[src/shutter_pkg.sv]
package shutter_pkg;

  // ------------------------------------------------------------
  // Widths and counts
  // ------------------------------------------------------------
  localparam int FIELD_W = 12;
  localparam int LINE_W = 12;
  localparam int PIXEL_W = 13;
  localparam int SEL_W = 3;
  localparam int NUM_PULSES = 4;
  localparam int NUM_BIAS = 2;
  localparam int NUM_PINS = 3;

  // ------------------------------------------------------------
  // Trigger bit positions
  // ------------------------------------------------------------
  localparam int TRIG_PULSE0 = 0;
  localparam int TRIG_BIAS_A = 4;
  localparam int TRIG_EXPOSURE = 6;
  localparam int TRIG_READOUT = 7;

  // ------------------------------------------------------------
  // Pin source selector codes
  // ------------------------------------------------------------
  localparam logic [SEL_W-1:0] SEL_PULSE0 = 3'h0;
  localparam logic [SEL_W-1:0] SEL_PULSE3 = 3'h3;
  localparam logic [SEL_W-1:0] SEL_BIAS_A_COMB = 3'h4;
  localparam logic [SEL_W-1:0] SEL_BIAS_B_COMB = 3'h5;
  localparam logic [SEL_W-1:0] SEL_INVALID = 3'h6;
  localparam logic [SEL_W-1:0] SEL_PULSE12_COMB = 3'h7;

  // ------------------------------------------------------------
  // Levels and positions
  // ------------------------------------------------------------
  localparam logic PIN_IDLE_LEVEL = 1'b0;
  localparam logic [FIELD_W-1:0] EXPOSURE_FIELD_FIRST = 12'h000;
  localparam logic [PIXEL_W-1:0] BIAS_ON_PIXEL = 13'h0000;
  localparam logic RESET_STATE_OFF = 1'b0;

  typedef enum logic [1:0] {
    PULSE_IDLE = 2'b00,
    PULSE_SINGLE_WAIT = 2'b01,
    PULSE_SINGLE_RUN = 2'b10,
    PULSE_AUTO = 2'b11
  } pulse_mode_t;

  typedef enum logic [1:0] {
    BIAS_OFF = 2'b00,
    BIAS_ARMED = 2'b01,
    BIAS_ON = 2'b10,
    BIAS_HELD = 2'b11
  } bias_state_t;

endpackage

[src/gate_pulse_unit.sv]
`timescale 1ns/1ps
module gate_pulse_unit
  import shutter_pkg::*;
(
  input wire logic clk,
  input wire logic rst_n,
  input wire logic vdEdge,
  input wire logic [LINE_W-1:0] lineCount,
  input wire logic [PIXEL_W-1:0] pixelCount,
  input wire logic [FIELD_W-1:0] exposureCount,
  input wire logic exposureActive,
  input wire logic trigWrite,
  input wire logic trigPulse,
  input wire logic trigExposure,
  input wire logic manualEnable,
  input wire logic manualOnState,
  input wire logic [FIELD_W-1:0] pulseOnField,
  input wire logic [LINE_W-1:0] pulseOnLine,
  input wire logic [PIXEL_W-1:0] pulseOnPixel,
  input wire logic [FIELD_W-1:0] pulseOffField,
  input wire logic [LINE_W-1:0] pulseOffLine,
  input wire logic [PIXEL_W-1:0] pulseOffPixel,
  output logic pulseActive,
  output pulse_mode_t pulseMode
);

  // ------------------------------------------------------------
  // Position match
  // ------------------------------------------------------------
  logic pulseOn_ff;
  pulse_mode_t mode_ff;
  pulse_mode_t nxt_mode;
  logic toggled_ff;
  wire onPos = (lineCount == pulseOnLine) && (pixelCount == pulseOnPixel);
  wire offPos = (lineCount == pulseOffLine) && (pixelCount == pulseOffPixel);
  wire autoOnField = exposureActive && (exposureCount == pulseOnField);
  wire autoOffField = exposureActive && (exposureCount == pulseOffField);
  // Field values ignored in single trigger and manual
  wire trigOnHit = ((mode_ff == PULSE_SINGLE_RUN) ||
    ((mode_ff == PULSE_AUTO) && autoOnField)) && onPos;
  wire trigOffHit = ((mode_ff == PULSE_SINGLE_RUN) ||
    ((mode_ff == PULSE_AUTO) && autoOffField)) && offPos;
  // One manual toggle per vertical-sync interval
  wire manOnHit = manualEnable && manualOnState && onPos &&
    !toggled_ff;
  wire manOffHit = manualEnable && !manualOnState && offPos && !toggled_ff;
  wire onHit = manualEnable ? manOnHit : trigOnHit;
  wire offHit = manualEnable ? manOffHit : trigOffHit;

  // ------------------------------------------------------------
  // Operating method
  // ------------------------------------------------------------
  always_comb begin
    nxt_mode = mode_ff;
    unique case (mode_ff)
      PULSE_IDLE: nxt_mode = PULSE_IDLE;
      PULSE_SINGLE_WAIT: if (vdEdge) nxt_mode = PULSE_SINGLE_RUN;
      PULSE_SINGLE_RUN: if (vdEdge) nxt_mode = PULSE_IDLE;
      PULSE_AUTO: if (!exposureActive) nxt_mode = PULSE_IDLE;
    endcase
    if (trigWrite && trigPulse) begin
      // Exposure trigger forces automatic mode
      nxt_mode = trigExposure ? PULSE_AUTO : PULSE_SINGLE_WAIT;
    end
  end

  always_ff @(posedge clk) begin
    if (!rst_n) begin
      mode_ff <= PULSE_IDLE;
      pulseOn_ff <= RESET_STATE_OFF;
      toggled_ff <= 1'b0;
    end else begin
      mode_ff <= nxt_mode;
      // Left-on pulse keeps its state; repeated on is harmless
      if (offHit) pulseOn_ff <= 1'b0;
      else if (onHit) pulseOn_ff <= 1'b1;
      // Toggle in the sync cycle uses up the new interval
      if (manOnHit || manOffHit) toggled_ff <= 1'b1;
      else if (vdEdge) toggled_ff <= 1'b0;
    end
  end

  assign pulseActive = pulseOn_ff;
  assign pulseMode = mode_ff;

endmodule // gate_pulse_unit

[src/ccd_shutter_bias_control.sv]
`timescale 1ns/1ps
// Notes on behaviour
// - Mode 0 bias turns on during exposure field holding last drain pulse.
// - Mode 0 turn-on line is programmable to any line of that field.
// - Active bias stays on until readout ends, then turns off.
// - Mode 1 bias stays off until readout starts, then turns on.
// - Hold bit keeps bias on after readout until software clears it.
// - Two bias signals, each routable to any of the three pins.
// - Polarity bit sets bias active level high or low.
// - Gate pulses run in automatic, single-trigger or manual method.
// - Automatic pulse edges use separate field, line and pixel positions.
// - Field values compare against exposure counter, field 0 earliest.
// - On and off use separate field values.
// - Single trigger places both edges in next field, fields ignored.
// - Pulse triggered with exposure runs in automatic mode.
// - Manual state bit picks on or off position; one toggle per interval.
// - Manual control ignores the field values.
// - Per-pulse manual enable works regardless of exposure state.
// - Pulse left on stays on; later trigger only applies turn-off.
// - Bias pin selector: 0-3 pulses, 4/5 bias combiners, 7 pulse12.
// - Mechanical-shutter pin selector uses the same eight-value encoding.
// - Flash pin selector: 0-3 pulses, 4 bias-a, 5 bias-b combiner.
// - Flash selector 6 invalid, 7 selects pulse12 combiner.
// - Bias combiner gives bias, or pulse 0 XOR bias when selected.
// - Pulse12 combiner gives pulse0^pulse1, or pulse0^pulse2 when set.
module ccd_shutter_bias_control
  import shutter_pkg::*;
(
  input wire logic clk,
  input wire logic rst_n,
  input wire logic vdEdge,
  input wire logic [LINE_W-1:0] lineCount,
  input wire logic [PIXEL_W-1:0] pixelCount,
  input wire logic [FIELD_W-1:0] exposureCount,
  input wire logic exposureActive,
  input wire logic readoutStart,
  input wire logic readoutEnd,
  input wire logic trigWrite,
  input wire logic [7:0] trigBits,
  input wire logic [NUM_BIAS-1:0] biasMode,
  input wire logic [NUM_BIAS-1:0] biasHoldAfterReadout,
  input wire logic [NUM_BIAS-1:0] biasPolarity,
  input wire logic [LINE_W-1:0] biasAOnLine,
  input wire logic [LINE_W-1:0] biasBOnLine,
  input wire logic [NUM_PULSES-1:0] pulsePolarity,
  input wire logic [NUM_PULSES-1:0] pulseManualEnable,
  input wire logic [NUM_PULSES-1:0] pulseManualOn,
  input wire logic [NUM_PULSES*FIELD_W-1:0] pulseOnField,
  input wire logic [NUM_PULSES*LINE_W-1:0] pulseOnLine,
  input wire logic [NUM_PULSES*PIXEL_W-1:0] pulseOnPixel,
  input wire logic [NUM_PULSES*FIELD_W-1:0] pulseOffField,
  input wire logic [NUM_PULSES*LINE_W-1:0] pulseOffLine,
  input wire logic [NUM_PULSES*PIXEL_W-1:0] pulseOffPixel,
  input wire logic biasACombinerSel,
  input wire logic biasBCombinerSel,
  input wire logic pulse12CombinerSel,
  input wire logic [SEL_W-1:0] biasPinSourceSelect,
  input wire logic [SEL_W-1:0] mechShutterPinSourceSelect,
  input wire logic [SEL_W-1:0] flashPinSourceSelect,
  output logic substrateBias,
  output logic mechShutterPin,
  output logic flashPin,
  output logic [NUM_PULSES-1:0] gatePulseState,
  output logic [NUM_BIAS-1:0] biasState
);

  // ------------------------------------------------------------
  // Gate pulses
  // ------------------------------------------------------------
  logic [NUM_PULSES-1:0] pulseActive;
  pulse_mode_t pulseMode [NUM_PULSES];
  wire [NUM_PULSES-1:0] pulseLevel = pulseActive ^ ~pulsePolarity;

  genvar g;
  generate
    for (g = 0; g < NUM_PULSES; g++) begin : gen_pulse
      gate_pulse_unit u_pulse (
        .clk(clk),
        .rst_n(rst_n),
        .vdEdge(vdEdge),
        .lineCount(lineCount),
        .pixelCount(pixelCount),
        .exposureCount(exposureCount),
        .exposureActive(exposureActive),
        .trigWrite(trigWrite),
        .trigPulse(trigBits[TRIG_PULSE0+g]),
        .trigExposure(trigBits[TRIG_EXPOSURE]),
        .manualEnable(pulseManualEnable[g]),
        .manualOnState(pulseManualOn[g]),
        .pulseOnField(pulseOnField[g*FIELD_W +: FIELD_W]),
        .pulseOnLine(pulseOnLine[g*LINE_W +: LINE_W]),
        .pulseOnPixel(pulseOnPixel[g*PIXEL_W +: PIXEL_W]),
        .pulseOffField(pulseOffField[g*FIELD_W +: FIELD_W]),
        .pulseOffLine(pulseOffLine[g*LINE_W +: LINE_W]),
        .pulseOffPixel(pulseOffPixel[g*PIXEL_W +: PIXEL_W]),
        .pulseActive(pulseActive[g]),
        .pulseMode(pulseMode[g])
      );
    end
  endgenerate

  // ------------------------------------------------------------
  // Substrate bias sources
  // ------------------------------------------------------------
  bias_state_t biasState_ff [NUM_BIAS];
  bias_state_t nxt_bias [NUM_BIAS];
  wire [LINE_W-1:0] biasOnLine [NUM_BIAS];
  wire [NUM_BIAS-1:0] biasActive;
  wire [NUM_BIAS-1:0] biasLevel;
  wire [NUM_BIAS-1:0] biasOnHit;
  wire exposureField0 = exposureActive &&
    (exposureCount == EXPOSURE_FIELD_FIRST);
  assign biasOnLine[0] = biasAOnLine;
  assign biasOnLine[1] = biasBOnLine;

  generate
    for (g = 0; g < NUM_BIAS; g++) begin : gen_bias
      // Mode 0 turn-on at the start of the programmed line
      assign biasOnHit[g] = biasMode[g] ? readoutStart :
        (exposureField0 && (lineCount == biasOnLine[g]) &&
        (pixelCount == BIAS_ON_PIXEL));
      assign biasActive[g] = (biasState_ff[g] == BIAS_ON) ||
        (biasState_ff[g] == BIAS_HELD);
      assign biasLevel[g] = biasActive[g] ^ ~biasPolarity[g];

      always_comb begin
        nxt_bias[g] = biasState_ff[g];
        unique case (biasState_ff[g])
          BIAS_OFF: nxt_bias[g] = BIAS_OFF;
          BIAS_ARMED: if (biasOnHit[g]) nxt_bias[g] = BIAS_ON;
          BIAS_ON: if (readoutEnd) begin
            nxt_bias[g] = biasHoldAfterReadout[g] ? BIAS_HELD :
              BIAS_OFF;
          end
          BIAS_HELD: begin
            if (!biasHoldAfterReadout[g]) nxt_bias[g] = BIAS_OFF;
          end
        endcase
        if (trigWrite && trigBits[TRIG_BIAS_A+g] &&
            (biasState_ff[g] == BIAS_OFF)) begin
          nxt_bias[g] = BIAS_ARMED;
        end
      end

      always_ff @(posedge clk) begin
        if (!rst_n) biasState_ff[g] <= BIAS_OFF;
        else biasState_ff[g] <= nxt_bias[g];
      end
    end
  endgenerate

  // ------------------------------------------------------------
  // Combiners and pin routing
  // ------------------------------------------------------------
  wire biasAComb = biasACombinerSel ? (pulseLevel[0] ^ biasLevel[0]) :
    biasLevel[0];
  wire biasBComb = biasBCombinerSel ? (pulseLevel[0] ^ biasLevel[1]) :
    biasLevel[1];
  wire pulse12Comb = pulse12CombinerSel ? (pulseLevel[0] ^ pulseLevel[2]) :
    (pulseLevel[0] ^ pulseLevel[1]);
  // Source table indexed by selector code; code 6 is the idle level
  wire [7:0] pinSource = {pulse12Comb, PIN_IDLE_LEVEL, biasBComb,
    biasAComb, pulseLevel};
  wire [SEL_W-1:0] pinSel [NUM_PINS];
  wire [NUM_PINS-1:0] nxt_pin;
  logic [NUM_PINS-1:0] pin_ff;
  assign pinSel[0] = biasPinSourceSelect;
  assign pinSel[1] = mechShutterPinSourceSelect;
  assign pinSel[2] = flashPinSourceSelect;

  generate
    for (g = 0; g < NUM_PINS; g++) begin : gen_pin
      assign nxt_pin[g] = pinSource[pinSel[g]];
    end
  endgenerate

  always_ff @(posedge clk) begin
    if (!rst_n) pin_ff <= {NUM_PINS{PIN_IDLE_LEVEL}};
    else pin_ff <= nxt_pin;
  end

  assign substrateBias = pin_ff[0];
  assign mechShutterPin = pin_ff[1];
  assign flashPin = pin_ff[2];
  assign gatePulseState = pulseActive;
  assign biasState = biasActive;
endmodule // ccd_shutter_bias_control

[config.mk]
export PLATFORM = sky130hd
export DESIGN_NAME = ccd_shutter_bias_control
export DESIGN_NICKNAME = d
export VERILOG_FILES = /design/src/shutter_pkg.sv /design/src/gate_pulse_unit.sv /design/src/ccd_shutter_bias_control.sv
export SDC_FILE = /design/constraint.sdc
export NUM_CORES = 1
export LEC_CHECK = 0
export ABC_AREA = 1
export BUFFER_PORTS_ARGS = -buffer_cell sky130_fd_sc_hd__buf_4
export CELL_PAD_IN_SITES_DETAIL_PLACEMENT = 1
export CELL_PAD_IN_SITES_GLOBAL_PLACEMENT = 1
export CORE_AREA = 2 2 158 160
export DETAILED_ROUTE_END_ITERATION = 7
export DIE_AREA = 0 0 160 162
export GPL_TIMING_DRIVEN = 0
export PLACE_DENSITY_LB_ADDON = 0.1
export SLEW_MARGIN = 20
export SYNTH_ARGS = -nofsm -noshare
export SYNTH_HDL_FRONTEND = slang
export SYNTH_SLANG_ARGS = --single-unit
[constraint.sdc]
create_clock -name clk -period 2.2 [get_ports clk]
set_input_delay 0.11 -clock clk [delete_from_list [all_inputs] [get_ports clk]]
set_output_delay 0.11 -clock clk [all_outputs]
set_load 0.05 [all_outputs]
==> results.json <==
{
  "io_buffers": 384,
  "arrival_ns": 1.89,
  "nets": 1916,
  "syn2layout_area_growth_pct": 53.20,
  "antenna_found_initial": 4,
  "fin_area_um2": 9721,
  "drv_cap": 0,
  "cts_setup_buffers": 0,
  "ys_warn_count": 0,
  "dp_hpwl_mm": 28.61,
  "synth_area_per_cell_um2": 5.680,
  "vias": 8217,
  "grt_busiest_layer": "met2",
  "synth_fa_ha_area_share_pct": 1.578,
  "min_period_over_period_pct": 79.43,
  "use_met3_pct": 4.673,
  "finalHoldViolCount": 0,
  "drc": 0,
  "drtIter0Drc": 207,
  "crit_type": "reg2reg",
  "tightest_slew_ns": 0.5946,
  "crit_fanout": 3,
  "cp-start-kind": "flip-flop",
  "clkLatencyLatePin_ns": 0.26,
  "syn_nets": 1527,
  "critPathCaptureType": "flip-flop",
  "ctsResizeCount": 0,
  "synth_top_family_by_area": "simple AND/OR/NAND/NOR gates",
  "finalClockSkew_ns": 0.002065,
  "htreeDepth": 1,
  "ios": 411,
  "clk_pin_slew_worst_paths_ns": 0.06,
  "finalSetupTns_ns": 0,
  "clk_path_buf_depth": 2,
  "numClockSinks": 23,
  "slew_violations": 0,
  "slew-limit-headroom_pct": 60.36,
  "grt_usage_pct": 24.40,
  "placementRows": 57,
  "cts_tree": "done",
  "dieHeight_um": 162,
  "synth-xor-area-share_pct": 34.92,
  "synth_seq_area_share_pct": 7.257,
  "wl_per_cell_um": 17.74,
  "avgViaCountPerCell": 4.485,
  "muxShareOfSynthArea_pct": 0,
  "die_width_um": 160,
  "ys_ff_latch": 23,
  "routed_wl_mm": 32.50,
  "ctsHoldBuffers": 0,
  "met1_usage_pct": 27.13,
  "drive_gt1_share_pct": 29.77,
  "status": "completed",
  "syn_area_um2": 6345,
  "synthCells": 1117,
  "grt_max_degree": 14,
  "drtAntennaViolNets": 0,
  "powerDensity_nw_per_um2": 264.0,
  "drtPass1Iterations": 5,
  "place_congestion": 0.8765,
  "fmax_mhz": 572.3,
  "fin_crit_ns": 1.747,
  "dpl_cell_area_um2": 9633,
  "holdWs_ns": 0.04649,
  "core_area_um2": 24110,
  "synth-simple-area-share_pct": 38.38,
  "required_ns": 2.34,
  "p_leak_nw": 4.859,
  "setup_viol": 0,
  "rsz0062_at_grt": "no",
  "grt_pass1_wl_mm": 48.94,
  "first_global_vias": 8623,
  "synth_compound_area_share_pct": 6.389,
  "grtUsageMet2_pct": 46.50,
  "cts_root_buffer": "clkbuf_16",
  "synth_cell_types": 32,
  "worstHoldPathType": "in2reg",
  "dieArea_um2": 25920,
  "numCtsBuffers": 3,
  "ir_drop_v": 0.0002655,
  "grt-ovfl-total": 0,
  "initial_utilization_pct": 26.32
}
[cell usage after synthesis]
cell       count  area share, %
nand2_1      300             18
nor2_1       186             11
xnor2_1      170             23
inv_1        109            6.4
xor2_1        83             11
nand3_1       70            5.5
o21ai_0       41            3.2
buf_2         24            1.9
dfxtp_1       23            7.3
nor3_1        15            1.2
buf_4         13            1.5
a21oi_1       12           0.95
ha_1           8            1.6
nand4_1        8           0.79
o22ai_1        8           0.79
buf_6          7            1.2
or2_2          7           0.69
inv_2          5           0.30
o211ai_1       5           0.59
a31oi_1        3           0.30
and2_1         3           0.30
nand2_2        3           0.30
a22oi_1        2           0.24
nor3b_1        2           0.24
o21ai_1        2           0.16
or2_1          2           0.20
clkbuf_1       1          0.059
nand2b_1       1          0.099
nand3b_1       1           0.12
nor2_2         1          0.099
o2111ai_1      1           0.14
or2_0          1          0.099
[routing by layer]
metal | routed length, µm | vias up
li1 | - | 4179
met2 | 16530 | 282
met3 | 2044 | 44
met1 | 12930 | 3712
met4 | 998 | 0
met5 | 0 | -
[layout by cell type (no fill, tap or decap), types with 2 or more instances in the layout]
| cell type | n |
|---|---|
| xnor2_1 | 170 |
| and2_1 | 3 |
| clkbuf_16 | 3 |
| o22ai_1 | 8 |
| inv_2 | 5 |
| nor3_1 | 15 |
| o211ai_1 | 5 |
| buf_4 | 397 |
| a31oi_1 | 3 |
| nor2_1 | 186 |
| nand3_1 | 70 |
| or2_2 | 7 |
| nand4_1 | 8 |
| inv_1 | 109 |
| buf_6 | 7 |
| ha_1 | 8 |
| o21ai_0 | 41 |
| nor3b_1 | 2 |
| nand2_2 | 3 |
| a22oi_1 | 2 |
| nand2_1 | 300 |
| xor2_1 | 83 |
| buf_2 | 24 |
| diode_2 | 3 |
| dfxtp_1 | 23 |
| or2_1 | 2 |
| o21ai_1 | 2 |
| a21oi_1 | 12 |
[report_power, final]
group	total [W]	switching, W	internal (W)
Clock	0.000409	0.000164	0.000245
Sequential	0.000445	0.0000107	0.000434
Combinational	0.00171	0.000810	0.000903
[worst paths after layout]
path                                                        start                                 to  slack, ns  cells past startpoint
worst max-delay path                           biasState_ff[0][0]                          pin_ff[2]       0.45                      8
worst min-delay path                       biasPinSourceSelect[2]                          pin_ff[0]       0.05                      2
worst max register to register                 biasState_ff[0][0]                          pin_ff[2]       0.45                      8
worst min register to register  gen_pulse[3].u_pulse.pulseMode[0]  gen_pulse[3].u_pulse.pulseMode[0]       0.51                      2
[logic make-up after synthesis]
group	Yosys count
buffers and inverters	159
AO/OA/AOI/OAI	74
AND/OR/NAND/NOR	600
flip-flops	23
adder cells (fa/ha/maj)	8
XOR/XNOR	253
[registers in the layout, indices dropped and copies added, names as in the netlist]
name                           flops
gen_pulse.u_pulse.pulseMode        8
biasState_ff                       4
gen_pulse.u_pulse.pulseActive      4
gen_pulse.u_pulse.toggled_ff       4
pin_ff                             3
[metrics by stage]
stage	worst slack, ns	power [W]	std cells	util [%]
6_report	0.4526	0.002566	1832	40.32
5_1_grt	0.2695	0.002799	1832	40.32
4_1_cts	0.4547	0.002607	1829	40.29
3_5_place_dp	0.2750	0.002178	1825	39.96
3_3_place_gp	0.2928	0.002145	1825	39.96
2_1_floorplan	0.7980	0.001342	1117	-
[critical path, stage by stage (launching register included)]
cell     delay, ns
dfxtp_1       0.37
inv_1         0.10
ha_1          0.23
nor2_1        0.23
xnor2_1       0.13
xnor2_1       0.31
nand2_1       0.09
nand3_1       0.09
a31oi_1       0.09
[final cells by class]
| type | instances | area (µm²) |
|---|---|---|
| antenna | 3 | 7.507 |
| buffer | 45 | 300.3 |
| clock buffer | 3 | 75.07 |
| clock inverter | 1 | 5.005 |
| fill | 3339 | 14390 |
| inverter | 114 | 427.9 |
| multi-input combinational | 935 | 5156 |
| sequential | 23 | 460.4 |
| tap | 324 | 405.4 |
| timing repair buffer | 384 | 2883 |
Note: power is estimated with default switching activity, not from simulation.
